`src/design/tag_pkg.sv`:
```
package tag_pkg;

  // APB register byte addresses
  localparam logic [7:0] REG_CFG0   = 8'h00;
  localparam logic [7:0] REG_CFG1   = 8'h04;
  localparam logic [7:0] REG_STATUS = 8'h08;
  localparam logic [7:0] REG_PWD    = 8'h0c;
  localparam logic [7:0] REG_AUTH   = 8'h10;

  // Primary config byte fields
  localparam int CFG0_PMODE_LO = 0;
  localparam int CFG0_ARB_BIT  = 2;
  localparam int CFG0_SILENT   = 3;
  localparam int CFG0_EXT_EN   = 4;
  localparam int CFG0_TUN_EN   = 5;
  localparam logic [7:0] CFG0_RESET = 8'h00;

  // Harvest config byte fields: vreg in [4:0], rreg in [6:5]
  localparam int CFG1_RREG_LO = 5;
  localparam logic [7:0] CFG1_RESET = 8'h00;
  localparam logic [4:0] VREG_MAX   = 5'h1b;

  // Status bit positions
  localparam int ST_CONFLICT = 0;
  localparam int ST_LOCKED   = 1;
  localparam int ST_AUTH     = 2;
  localparam int ST_SRC_LO   = 3;
  localparam int ST_SILENT   = 5;
  localparam int ST_ABORT    = 6;

  localparam logic [2:0] MAX_FAILS = 3'h7;
  localparam logic [31:0] PWD_RESET = 32'h00000000;

  // Timing
  localparam int CLK_MHZ      = 250;
  localparam int HOLD_NS      = 700000;
  localparam int HOLD_CYCLES  = (HOLD_NS * CLK_MHZ + 999) / 1000;

  typedef enum logic [1:0] {
    SRC_OFF = 2'h0,
    SRC_RF  = 2'h1,
    SRC_EXT = 2'h3
  } supply_src_e;

  typedef struct packed {
    logic [1:0] pmode;
    logic       arb_rf_prio;
    logic       silent_en;
    logic       ext_en;
    logic       tun_en;
  } cfg_s;

  typedef struct packed {
    logic       out_en;
    logic [1:0] rreg;
    logic [4:0] vreg;
  } harvest_s;

endpackage

```
`src/design/pin_sync.sv`:
```
`timescale 1ns/1ns
// Two-flop synchroniser, one per bit
module pin_sync
  import tag_pkg::*;
#(
  parameter int W = 1
) (
  input  wire logic         pclk,
  input  wire logic         presetn,
  input  wire logic [W-1:0] d,
  output logic      [W-1:0] q
);
  logic [W-1:0] meta_q;

  // Only the second stage is read outside
  genvar i;
  generate
    for (i = 0; i < W; i++) begin : g_bit
      always_ff @(posedge pclk or negedge presetn) begin
        if (!presetn) begin
          meta_q[i] <= 1'b0;
          q[i]      <= 1'b0;
        end else begin
          meta_q[i] <= d[i];
          q[i]      <= meta_q[i];
        end
      end
    end
  endgenerate
endmodule

```
`src/design/harvest_ctrl.sv`:
```
`timescale 1ns/1ns
// Energy harvesting gate and decode
module harvest_ctrl
  import tag_pkg::*;
(
  input  wire logic     pclk,
  input  wire logic     presetn,
  input  wire cfg_s     cfg,
  input  wire logic [7:0] cfg1,
  output harvest_s      harvest
);
  harvest_s h_d;

  // Mode 1 without a bridging mode forces rreg to zero
  always_comb begin
    h_d.vreg = (cfg1[4:0] > VREG_MAX) ? VREG_MAX : cfg1[4:0];
    h_d.rreg = cfg1[CFG1_RREG_LO +: 2];
    if (cfg.pmode == 2'h1 && !(cfg.ext_en || cfg.tun_en)) begin
      h_d.rreg = 2'h0;
    end
    if (cfg.pmode != 2'h1 && cfg.pmode != 2'h2) begin
      h_d.rreg = 2'h0;
    end
    h_d.out_en = (h_d.rreg != 2'h0);
  end

  // Registered so the analog trims never glitch
  always_ff @(posedge pclk or negedge presetn) begin
    if (!presetn) begin
      harvest <= '0;
    end else begin
      harvest <= h_d;
    end
  end
endmodule

```
`src/design/tag_power_and_access_control.sv`:
```
`timescale 1ns/1ns
module tag_power_and_access_control
  import tag_pkg::*;
(
  input  wire logic        pclk,
  input  wire logic        presetn,
  // APB slave
  input  wire logic        psel,
  input  wire logic        penable,
  input  wire logic        pwrite,
  input  wire logic [7:0]  paddr,
  input  wire logic [31:0] pwdata,
  output logic      [31:0] prdata,
  output logic             pready,
  output logic             pslverr,
  // Asynchronous pins
  input  wire logic        field_power_on_detect,
  input  wire logic        ss_n,
  input  wire logic        ext_supply_ok,
  input  wire logic        ext_supply_present,
  // RF-side requests, same clock
  input  wire logic        rf_wr_req,
  input  wire logic        rf_rd_req,
  input  wire logic        rf_pwd_wr,
  input  wire logic [31:0] rf_pwd_data,
  input  wire logic        rf_prot_access,
  input  wire logic        rf_wr_busy,
  // Host-side EEPROM write, same clock
  input  wire logic        host_wr_req,
  input  wire logic        host_wr_busy,
  // Outputs
  output logic [1:0]       supply_src,
  output logic             rf_nak,
  output logic             rf_grant,
  output logic             host_wr_abort,
  output logic             rf_disable,
  output logic             rf_access_deny,
  output logic             conflict_irq,
  output harvest_s         harvest
);

  logic [3:0] pins_s;
  logic       field_s;
  logic       ss_low_s;
  logic       ext_ok_s;
  logic       ext_pres_s;
  logic       field_prev_q;
  cfg_s       cfg;
  logic [7:0] cfg0_q;
  logic [7:0] cfg1_q;
  logic [31:0] pwd_q;
  logic [2:0] fail_cnt_q;
  logic       auth_q;
  logic       conflict_q;
  logic       abort_q;
  logic [$clog2(HOLD_CYCLES+1)-1:0] hold_cnt_q;
  logic       hold_active;
  logic       apb_wr;
  logic       apb_rd;
  logic       locked;
  logic       field_rise;
  logic       conflict_set;
  logic       abort_set;
  supply_src_e src_d;

  // Pins from outside the clock domain
  pin_sync #(.W(4)) u_sync (
    .pclk    (pclk),
    .presetn (presetn),
    .d       ({field_power_on_detect, ~ss_n, ext_supply_ok, ext_supply_present}),
    .q       (pins_s)
  );
  assign field_s    = pins_s[3];
  assign ss_low_s   = pins_s[2];
  assign ext_ok_s   = pins_s[1];
  assign ext_pres_s = pins_s[0];

  assign cfg.pmode       = cfg0_q[CFG0_PMODE_LO +: 2];
  assign cfg.arb_rf_prio = cfg0_q[CFG0_ARB_BIT];
  assign cfg.silent_en   = cfg0_q[CFG0_SILENT];
  assign cfg.ext_en      = cfg0_q[CFG0_EXT_EN];
  assign cfg.tun_en      = cfg0_q[CFG0_TUN_EN];

  // Zero-wait APB slave
  assign pready  = 1'b1;
  assign pslverr = 1'b0;
  assign apb_wr  = psel && penable && pwrite;
  assign apb_rd  = psel && penable && !pwrite;

  // Configuration registers
  always_ff @(posedge pclk or negedge presetn) begin
    if (!presetn) begin
      cfg0_q <= CFG0_RESET;
      cfg1_q <= CFG1_RESET;
      pwd_q  <= PWD_RESET;
    end else if (apb_wr) begin
      if (paddr == REG_CFG0) begin
        cfg0_q <= pwdata[7:0];
      end
      if (paddr == REG_CFG1) begin
        cfg1_q <= pwdata[7:0];
      end
      if (paddr == REG_PWD) begin
        pwd_q <= pwdata;
      end
    end
  end

  // Read mux; unmapped reads return zero
  always_ff @(posedge pclk or negedge presetn) begin
    if (!presetn) begin
      prdata <= '0;
    end else if (psel && !penable && !pwrite) begin
      case (paddr)
        REG_CFG0: prdata <= {24'h000000, cfg0_q};
        REG_CFG1: prdata <= {24'h000000, cfg1_q};
        REG_STATUS: prdata <= {25'h0, abort_q, rf_disable, supply_src, auth_q, locked, conflict_q};
        REG_AUTH: prdata <= {29'h0, fail_cnt_q};
        default: prdata <= '0;
      endcase
    end
  end

  // Release hold of the external switch after select rises
  always_ff @(posedge pclk or negedge presetn) begin
    if (!presetn) begin
      hold_cnt_q <= '0;
    end else if (ss_low_s || host_wr_busy) begin
      hold_cnt_q <= ($clog2(HOLD_CYCLES+1))'(HOLD_CYCLES);
    end else if (hold_cnt_q != '0) begin
      hold_cnt_q <= hold_cnt_q - 1'b1;
    end
  end
  assign hold_active = ss_low_s || host_wr_busy || (hold_cnt_q != '0);

  // Supply source selection; the field wins when present in mode 0
  always_comb begin
    src_d = SRC_OFF;
    case (cfg.pmode)
      2'h0: begin
        if (field_s) begin
          src_d = SRC_RF;
        end else if (hold_active) begin
          src_d = SRC_EXT;
        end else begin
          src_d = SRC_OFF;
        end
      end
      2'h1: begin
        src_d = field_s ? SRC_RF : SRC_OFF;
      end
      2'h2, 2'h3: begin
        if (ext_pres_s || hold_active) begin
          src_d = SRC_EXT;
        end else begin
          src_d = field_s ? SRC_RF : SRC_OFF;
        end
      end
      default: src_d = SRC_OFF;
    endcase
  end

  always_ff @(posedge pclk or negedge presetn) begin
    if (!presetn) begin
      supply_src <= SRC_OFF;
    end else begin
      supply_src <= src_d;
    end
  end

  // Silent mode disables the RF side while the external supply is not ok
  always_ff @(posedge pclk or negedge presetn) begin
    if (!presetn) begin
      rf_disable <= 1'b0;
    end else begin
      rf_disable <= cfg.silent_en && !ext_ok_s;
    end
  end

  // Field edge detect on the synchronised level
  always_ff @(posedge pclk or negedge presetn) begin
    if (!presetn) begin
      field_prev_q <= 1'b0;
    end else begin
      field_prev_q <= field_s;
    end
  end
  assign field_rise = field_s && !field_prev_q;

  // Arbitration events
  assign abort_set = cfg.arb_rf_prio && host_wr_busy && !rf_disable
                     && (field_rise || rf_wr_req || rf_rd_req);
  assign conflict_set = abort_set
                        || (!cfg.arb_rf_prio && host_wr_req && rf_wr_busy);

  always_ff @(posedge pclk or negedge presetn) begin
    if (!presetn) begin
      rf_nak        <= 1'b0;
      rf_grant      <= 1'b0;
      host_wr_abort <= 1'b0;
    end else begin
      rf_nak        <= rf_wr_req && !rf_disable && !cfg.arb_rf_prio && host_wr_busy;
      rf_grant      <= (rf_wr_req || rf_rd_req) && !rf_disable
                       && (cfg.arb_rf_prio || !host_wr_busy || rf_rd_req);
      host_wr_abort <= abort_set;
    end
  end

  // Sticky flags; a set in the clearing cycle wins
  always_ff @(posedge pclk or negedge presetn) begin
    if (!presetn) begin
      conflict_q <= 1'b0;
      abort_q    <= 1'b0;
    end else begin
      if (conflict_set) begin
        conflict_q <= 1'b1;
      end else if (apb_rd && paddr == REG_STATUS) begin
        conflict_q <= 1'b0;
      end
      if (abort_set) begin
        abort_q <= 1'b1;
      end else if (apb_rd && paddr == REG_STATUS) begin
        abort_q <= 1'b0;
      end
    end
  end
  assign conflict_irq = conflict_q;

  // Password check with failure lockout; host writes to AUTH load the count from pwdata[2:0]
  assign locked = (fail_cnt_q == MAX_FAILS);
  always_ff @(posedge pclk or negedge presetn) begin
    if (!presetn) begin
      fail_cnt_q <= '0;
      auth_q     <= 1'b0;
    end else if (apb_wr && paddr == REG_AUTH) begin
      fail_cnt_q <= pwdata[2:0];
      auth_q     <= 1'b0;
    end else if (rf_pwd_wr && !rf_disable && !locked) begin
      if (rf_pwd_data == pwd_q) begin
        auth_q <= 1'b1;
      end else begin
        fail_cnt_q <= fail_cnt_q + 1'b1;
      end
    end
  end

  // Protection applies to RF only; host path never sees it
  always_ff @(posedge pclk or negedge presetn) begin
    if (!presetn) begin
      rf_access_deny <= 1'b0;
    end else begin
      rf_access_deny <= rf_prot_access && !auth_q;
    end
  end

  harvest_ctrl u_harvest (
    .pclk    (pclk),
    .presetn (presetn),
    .cfg     (cfg),
    .cfg1    (cfg1_q),
    .harvest (harvest)
  );
endmodule

```
`config.mk`:
```
export PLATFORM = sky130hd
export DESIGN_NAME = tag_power_and_access_control
export DESIGN_NICKNAME = d
export VERILOG_FILES = /design/src/design/tag_pkg.sv /design/src/design/pin_sync.sv /design/src/design/harvest_ctrl.sv /design/src/design/tag_power_and_access_control.sv
export SDC_FILE = /design/constraint.sdc
export NUM_CORES = 1
export LEC_CHECK = 0
export BUFFER_PORTS_ARGS = -buffer_cell sky130_fd_sc_hd__buf_2
export CAP_MARGIN = 15
export CORE_MARGIN = 1.5
export CORE_UTILIZATION = 48
export CTS_CLUSTER_DIAMETER = 50
export CTS_CLUSTER_SIZE = 16
export DETAILED_ROUTE_END_ITERATION = 8
export PLACE_DENSITY = 0.74
export SLEW_MARGIN = 20
export SYNTH_ARGS = -nofsm -noshare
export SYNTH_HDL_FRONTEND = slang
export SYNTH_SLANG_ARGS = --single-unit
export TNS_END_PERCENT = 5
```
`constraint.sdc`:
```
create_clock -name pclk -period 2.1 [get_ports pclk]
set_input_delay 0.21 -clock pclk [delete_from_list [all_inputs] [get_ports pclk]]
set_output_delay 0.21 -clock pclk [all_outputs]
set_load 0.03 [all_outputs]
```
; ---- After elaboration in Yosys (flattened, before gate mapping)
; Index checks and enable logic that the tools add are counted.
[op_classes]
n_eq_ne = 12
mux = 20
magnitude_cmp = 1
add_sub_neg = 2
n_bitwise = 1
n_reduce_logical = 59
[op_table]
columns = cell, n
row1 = 18-bit two-way mux, 2
row2 = 32-bit == test, 1
row3 = 8-bit case mux with 4 select lines, 1
row4 = 1-bit logical AND, 24
row5 = 18-bit nonzero test, 1
row6 = 18-bit by 1-bit subtractor with 18-bit output (second input constant), 1
row7 = 8-bit by 4-bit == test with 1-bit output (second input constant), 2
row8 = 2-bit nonzero test, 6
row9 = 1-bit zero test, 10
row10 = 1-bit logical OR, 10
row11 = 2-bit two-way mux, 5
row12 = 2-bit AND reduction, 5
row13 = 3-bit two-way mux, 3
row14 = 8-bit by 3-bit == test with 1-bit output (second input constant), 1
row15 = 8-bit by 5-bit == test with 1-bit output (second input constant), 1
row16 = 8-bit zero test, 1
row17 = 1-bit two-way mux, 7
row18 = 2-bit case mux with 3 select lines, 1
row19 = 5-bit > comparator (second input constant), 1
row20 = 5-bit two-way mux, 1
row21 = 2-bit == test (second input constant), 2
row22 = 2-bit != test (second input constant), 2
row23 = 3-bit by 1-bit adder with 3-bit output (second input constant), 1
row24 = 3-bit == test (second input constant), 1
row25 = 5 further kinds, 5
[word_totals]
elab_cells = 122
inputBits = 88
regBits = 128
output_inout_bits = 50

; ---- Depth between registers and ports, before layout
[logic_depth]
word_depth = 7
depth_mapped = 8
mapped_depth_nobuf = 7

; ---- By module
; Synthesis repeated with hierarchy kept, for this count alone.
[hier_totals]
hier_cells = 409
hier_area_um2 = 4854.7
[modules_own_cells]
columns = mod, n_inst, area_per_inst_um2, cells_per_inst, seq_area_each_um2
row1 = tag_power_and_access_control, 1, 4369.2, 380, 2202.1
row2 = harvest_ctrl, 1, 285.3, 21, 200.2
row3 = pin_sync, 1, 200.2, 8, 200.2

; ---- Least setup slack after synthesis
; OpenSTA, ideal clock, no wires.
[synth_path]
path_type = flip-flop to flip-flop
start = register hold_cnt_q[12]
end = register supply_src[1]
required_ns = 1.968
period_less_slack_ns = 2.063
slack_ns = 0.037
setup_ns = 0.132
path_buffers = 1
stages_incl_launch_ff = 7
arrival_ns = 1.930
cell_sequence = dfrtp_1 or3_1 or4_1 or2_1 buf_2 o31ai_1 o31ai_1
[synth_between]
elab_chain_len = 5
elab_cells_between_ends = 7
classes_between = 4 x mux / 3 x reduce/logical
[synth_lines]
columns = item, line_no
row1 = from (decl), tag_power_and_access_control.sv:56  ; logic [$clog2(HOLD_CYCLES+1)-1:0] hold_cnt_q;
row2 = from (signal assigned), tag_power_and_access_control.sv:129  ; hold_cnt_q <= ($clog2(HOLD_CYCLES+1))'(HOLD_CYCLES);
row3 = from (signal assigned), tag_power_and_access_control.sv:131  ; hold_cnt_q <= hold_cnt_q - 1'b1;
row4 = 18-bit nonzero test *, tag_power_and_access_control.sv:134  ; assign hold_active = ss_low_s || host_wr_busy || (hold_cnt_q != '0);
row5 = 1-bit logical OR *, tag_power_and_access_control.sv:134
row6 = 2-bit two-way mux / 1-bit logical OR (equally long branches), "tag_power_and_access_control.sv:143, tag_power_and_access_control.sv:153"
row7 = 2-bit two-way mux (on tied branches), "tag_power_and_access_control.sv:141, tag_power_and_access_control.sv:153"
row8 = 2-bit case mux with 3 select lines *, tag_power_and_access_control.sv:139  ; case (cfg.pmode)
row9 = net src_d[1], tag_power_and_access_control.sv:64  ; supply_src_e src_d;
row10 = to (signal assigned), tag_power_and_access_control.sv:167  ; supply_src <= src_d;
row11 = to (decl), tag_power_and_access_control.sv:32  ; output logic [1:0] supply_src,
; Mark *: on every way through the listed nets, which the timed path passes. The rest lies on a longest branch.
; A chain may end at the register's enable or synchronous reset.

; ---- Final worst setup path
[layout_path]
start = register hold_cnt_q[13]
end = register hold_cnt_q[4]
[layout_between]
elab_chain_len = 2
[layout_lines]
columns = item, line_no
row1 = 18-bit nonzero test, tag_power_and_access_control.sv:130  ; end else if (hold_cnt_q != '0) begin
row2 = 2-bit nonzero test (no line), --
; Every way passes these cells.

==> run_results.csv <==
group,metric,value,unit
final_layout,layoutNonFillerInstCount,694,
detailed_routing,dr_total_vias,3520,
final_layout,fin_area,6060,sq um
placed_design,dpl-instance-area,5790,sq um
sta,setup-violations-final,0,
final_layout,area_growth,19.7,%
detailed_routing,final_antenna_net_count,0,
floorplan,floorplan.die.height,106,um
floorplan,io-pin-count,138,
clocking,cts.repair_timing.setup_buffer_count,0,
sta,maximum_clock_frequency,486,MHz
final_layout,layout.core_utilization,59.0,%
power,max-vdd-ir-drop,0.284,mV
worst_setup_path,wp_data_required,2.34,ns
global_route,first_global_vias,3661,
synth,synth_top_area_share,51.4,%
sta,slew_hr,55.6,%
sta,layout_worst_path_cycle_share,98.1,%
floorplan,floorplan.die.width,106,um
global_route,initial_antenna_violation_count,0,
worst_setup_path,crit_path_max_fanout,9,
power,power_leakage,3.15,nW
floorplan,core_area,10300,sq um
outcome,outcome,"finished clean",
final_layout,nets,649,
worst_setup_path,startpoint_type,"flop",
sta,finClkSkew,0.0100,ns
synth,postSynthCellCount,423,
synth,post-synth-top-area-cell,"sky130_fd_sc_hd__dfrtp_1",
detailed_routing,detail_route.iter0.violations,109,
synth,synth_enable_flop_cells,0,
clocking,clk_transition_reported_paths,0.09,ns
worst_setup_path,worst-r2r-cell-count,6,
global_route,overflow_left_after_global_routing,0,
hold_path,hold_depth,2,
worst_setup_path,start_of_the_worst_register_to_register_path,"hold_cnt_q[13]$_DFFE_PN0P_",
worst_setup_path,crit_path_kind,"reg2reg",
global_route,pin_count_of_the_biggest_net_entering_global_routing,60,
worst_setup_path,critPathArrivalTime,2.30,ns
sta,final_hold_viol_count,0,
power,total_power,0.00397,W
placed_design,dpl.cell_count,674,
clocking,cts_root_buffer,"sky130_fd_sc_hd__clkbuf_8",
placed_design,globalplace.congestion,0.818,
final_layout,post_route_cells_drive_above_1_share,36.6,%
global_route,gr-usage-all-layers,20.0,%
placed_design,place_hpwl,7850,um
synth,yosysSeqAreaShare,51.4,%
synth,number_of_warnings_issued_by_yosys,0,
worst_setup_path,crit_family,"simple AND/OR/NAND/NOR gates",
worst_setup_path,slowest_delay,0.46,ns
job,max_cap_violations,0,
synth,synth_async_sr_flop_share,100,%
detailed_routing,dr.pass1.iters,4,
sta,slew_of_the_pin_with_the_lowest_slew_margin,0.656,ns
clocking,clockBufferDepth,2,
power,p_per_area,654,nW/um^2
detailed_routing,drc,0,
synth,synthDistinctLibCells,50,
synth,ys.flop_type,"sky130_fd_sc_hd__dfrtp_1",
sta,final_max_slew_viol_count,0,
floorplan,die_area,11200,sq um
detailed_routing,finalWirelength,10400,um
sta,period_needed,2.06,ns
hold_path,worst_min_delay_path_startpoint,"pwdata[19]",
floorplan,initial_core_utilization,49.3,%
placed_design,port_buffers,111,
worst_setup_path,timing.critical_path.slowest_stage_cell,"sky130_fd_sc_hd__or4_4",
synth,ys_top_cells_by_area,"sky130_fd_sc_hd__dfrtp_1 51%, sky130_fd_sc_hd__mux2_4 8.9%, sky130_fd_sc_hd__xor2_1 6.7%",
clocking,cts_sinks,104,
hold_path,min_to,"pwd_q[19]$_DFFE_PN0P_",
worst_setup_path,rr_endpoint,"hold_cnt_q[4]$_DFFE_PN0P_",
final_layout,antenna_cells_inserted,0,
synth,ys_seq_elements,104,
sta,fin_worst_hold_slack,0.0665,ns
detailed_routing,vias_per_cell,5.07,
synth,synth_area,5070,sq um
synth,synth_area_per_cell,12.0,sq um
worst_setup_path,path_cells,"or3_1, or4_4, or2_4, nand3_1, xor2_1, nand2_1",
global_route,global_route_wire_length_before_repair,17500,um
sta,grt_setup_unrepaired,"yes",
worst_setup_path,crit_path_end_kind,"flop",
worst_setup_path,cp_num_buf_inv,0,
floorplan,row_count,37,
clocking,clk_latency,0.37,ns
detailed_routing,wl_per_cell,15.0,um
clocking,ctsHtreeMaxLevel,3,
clocking,cts_buffers,9,
worst_setup_path,rrSetupSlack,0.04,ns
hold_path,worst_hold_path_type,"in2reg",
clocking,tritoncts,"yes",
==> layout make-up <==
type                            count  area (sq um)
Timing Repair Buffer              133           773
Fill cell                         900          4210
Clock buffer                       10           128
Sequential cell                   104          2600
Tap cell                          136           170
Multi-Input combinational cell    297          2270
Inverter                            9          33.8
Clock inverter                      5          82.6
==> state kept, by name, summed over array words and instances, names as in the netlist, 2 cells and up <==
register	count
pwd_q	32
hold_cnt_q	18
fail_cnt_q	3
cfg0_q	8
u_sync.meta_q	4
u_sync.q	4
prdata	8
supply_src	2
cfg1_q	8
u_harvest.harvest	8
==> per-stage QoR <==
step / TNS, ns / worst slack (ns)
after floorplan: 0 / 0.0373
after global placement: -0.332 / -0.0158
after detailed placement: -0.873 / -0.0454
after CTS: 0 / 0.00186
after global routing: -0.168 / -0.0718
final: 0 / 0.0404
==> cells in the final DEF (no fill, tap or decap), types with 10 or more instances in the layout <==
master / synthesis / layout
sky130_fd_sc_hd__buf_4: 26 / 15
sky130_fd_sc_hd__mux2_4: 30 / 30
sky130_fd_sc_hd__xor2_1: 39 / 39
sky130_fd_sc_hd__nand2_1: 22 / 22
sky130_fd_sc_hd__buf_2: 1 / 110
sky130_fd_sc_hd__conb_1: 2 / 26
sky130_fd_sc_hd__nor2_1: 31 / 31
sky130_fd_sc_hd__mux2i_1: 10 / 10
sky130_fd_sc_hd__a21oi_1: 14 / 14
sky130_fd_sc_hd__o21ai_0: 13 / 12
sky130_fd_sc_hd__mux2_2: 18 / 18
sky130_fd_sc_hd__dfrtp_1: 104 / 104
==> repair_timing <==
item,CTS,global route
gates resized for setup,1,3
endpoints found under the setup margin,5,16
pin swaps,0,0
endpoints found under the hold margin,30,0
hold buffers,5,0
==> synthesized netlist by cell type, drive strengths merged (5+ instances only) <==
library cell / number
clkbuf: 7
nand4: 6
nor2b: 6
nand3: 7
or3: 6
inv: 9
mux2i: 10
a21oi: 14
dfrtp: 104
ha: 7
buf: 30
o21ai: 13
nor2: 31
nor3: 5
mux2: 48
nor4: 11
nand2: 22
xnor2: 5
xor2: 39
==> how the worst max path moves through the flow <==
stage,start,end,slack (ns),depth (start not counted)
CTS,hold_cnt_q[13]$_DFFE_PN0P_,hold_cnt_q[4]$_DFFE_PN0P_,0.002,6
global placement,paddr[1],pwd_q[10]$_DFFE_PN0P_,-0.02,7
finish,hold_cnt_q[13]$_DFFE_PN0P_,hold_cnt_q[4]$_DFFE_PN0P_,0.04,6
detailed placement,hold_cnt_q[13]$_DFFE_PN0P_,hold_cnt_q[4]$_DFFE_PN0P_,-0.05,6
global route,hold_cnt_q[13]$_DFFE_PN0P_,hold_cnt_q[4]$_DFFE_PN0P_,-0.07,6
floorplan,hold_cnt_q[12]$_DFFE_PN0P_,supply_src[1]$_DFF_PN0_,0.04,6
==> power breakdown <==
part           internal (W)  leakage [nW]  switching, W
Sequential          0.00207          1.36     0.0000528
Combinational      0.000212          1.70      0.000293
Clock              0.000665        0.0946      0.000675
==> per-layer routing <==
| metal | global-route usage (%) | routed length (um) |
|---|---|---|
| met1 | 25.1 | 4510 |
| met2 | 34.6 | 5200 |
| met3 | 2.23 | 446 |
| met4 | 9.46 | 267 |
| met5 | 0 | 0 |
==> cells by family after synthesis <==
group | synth area share, %
buf+inv | 5.80
xor+xnor | 7.60
simple gates | 12.7
fa+ha+maj | 1.93
other cells | 0.148
mux | 14.9
compound gates | 5.56
flops | 51.4
No activity file was read; power rests on OpenSTA's default activity.
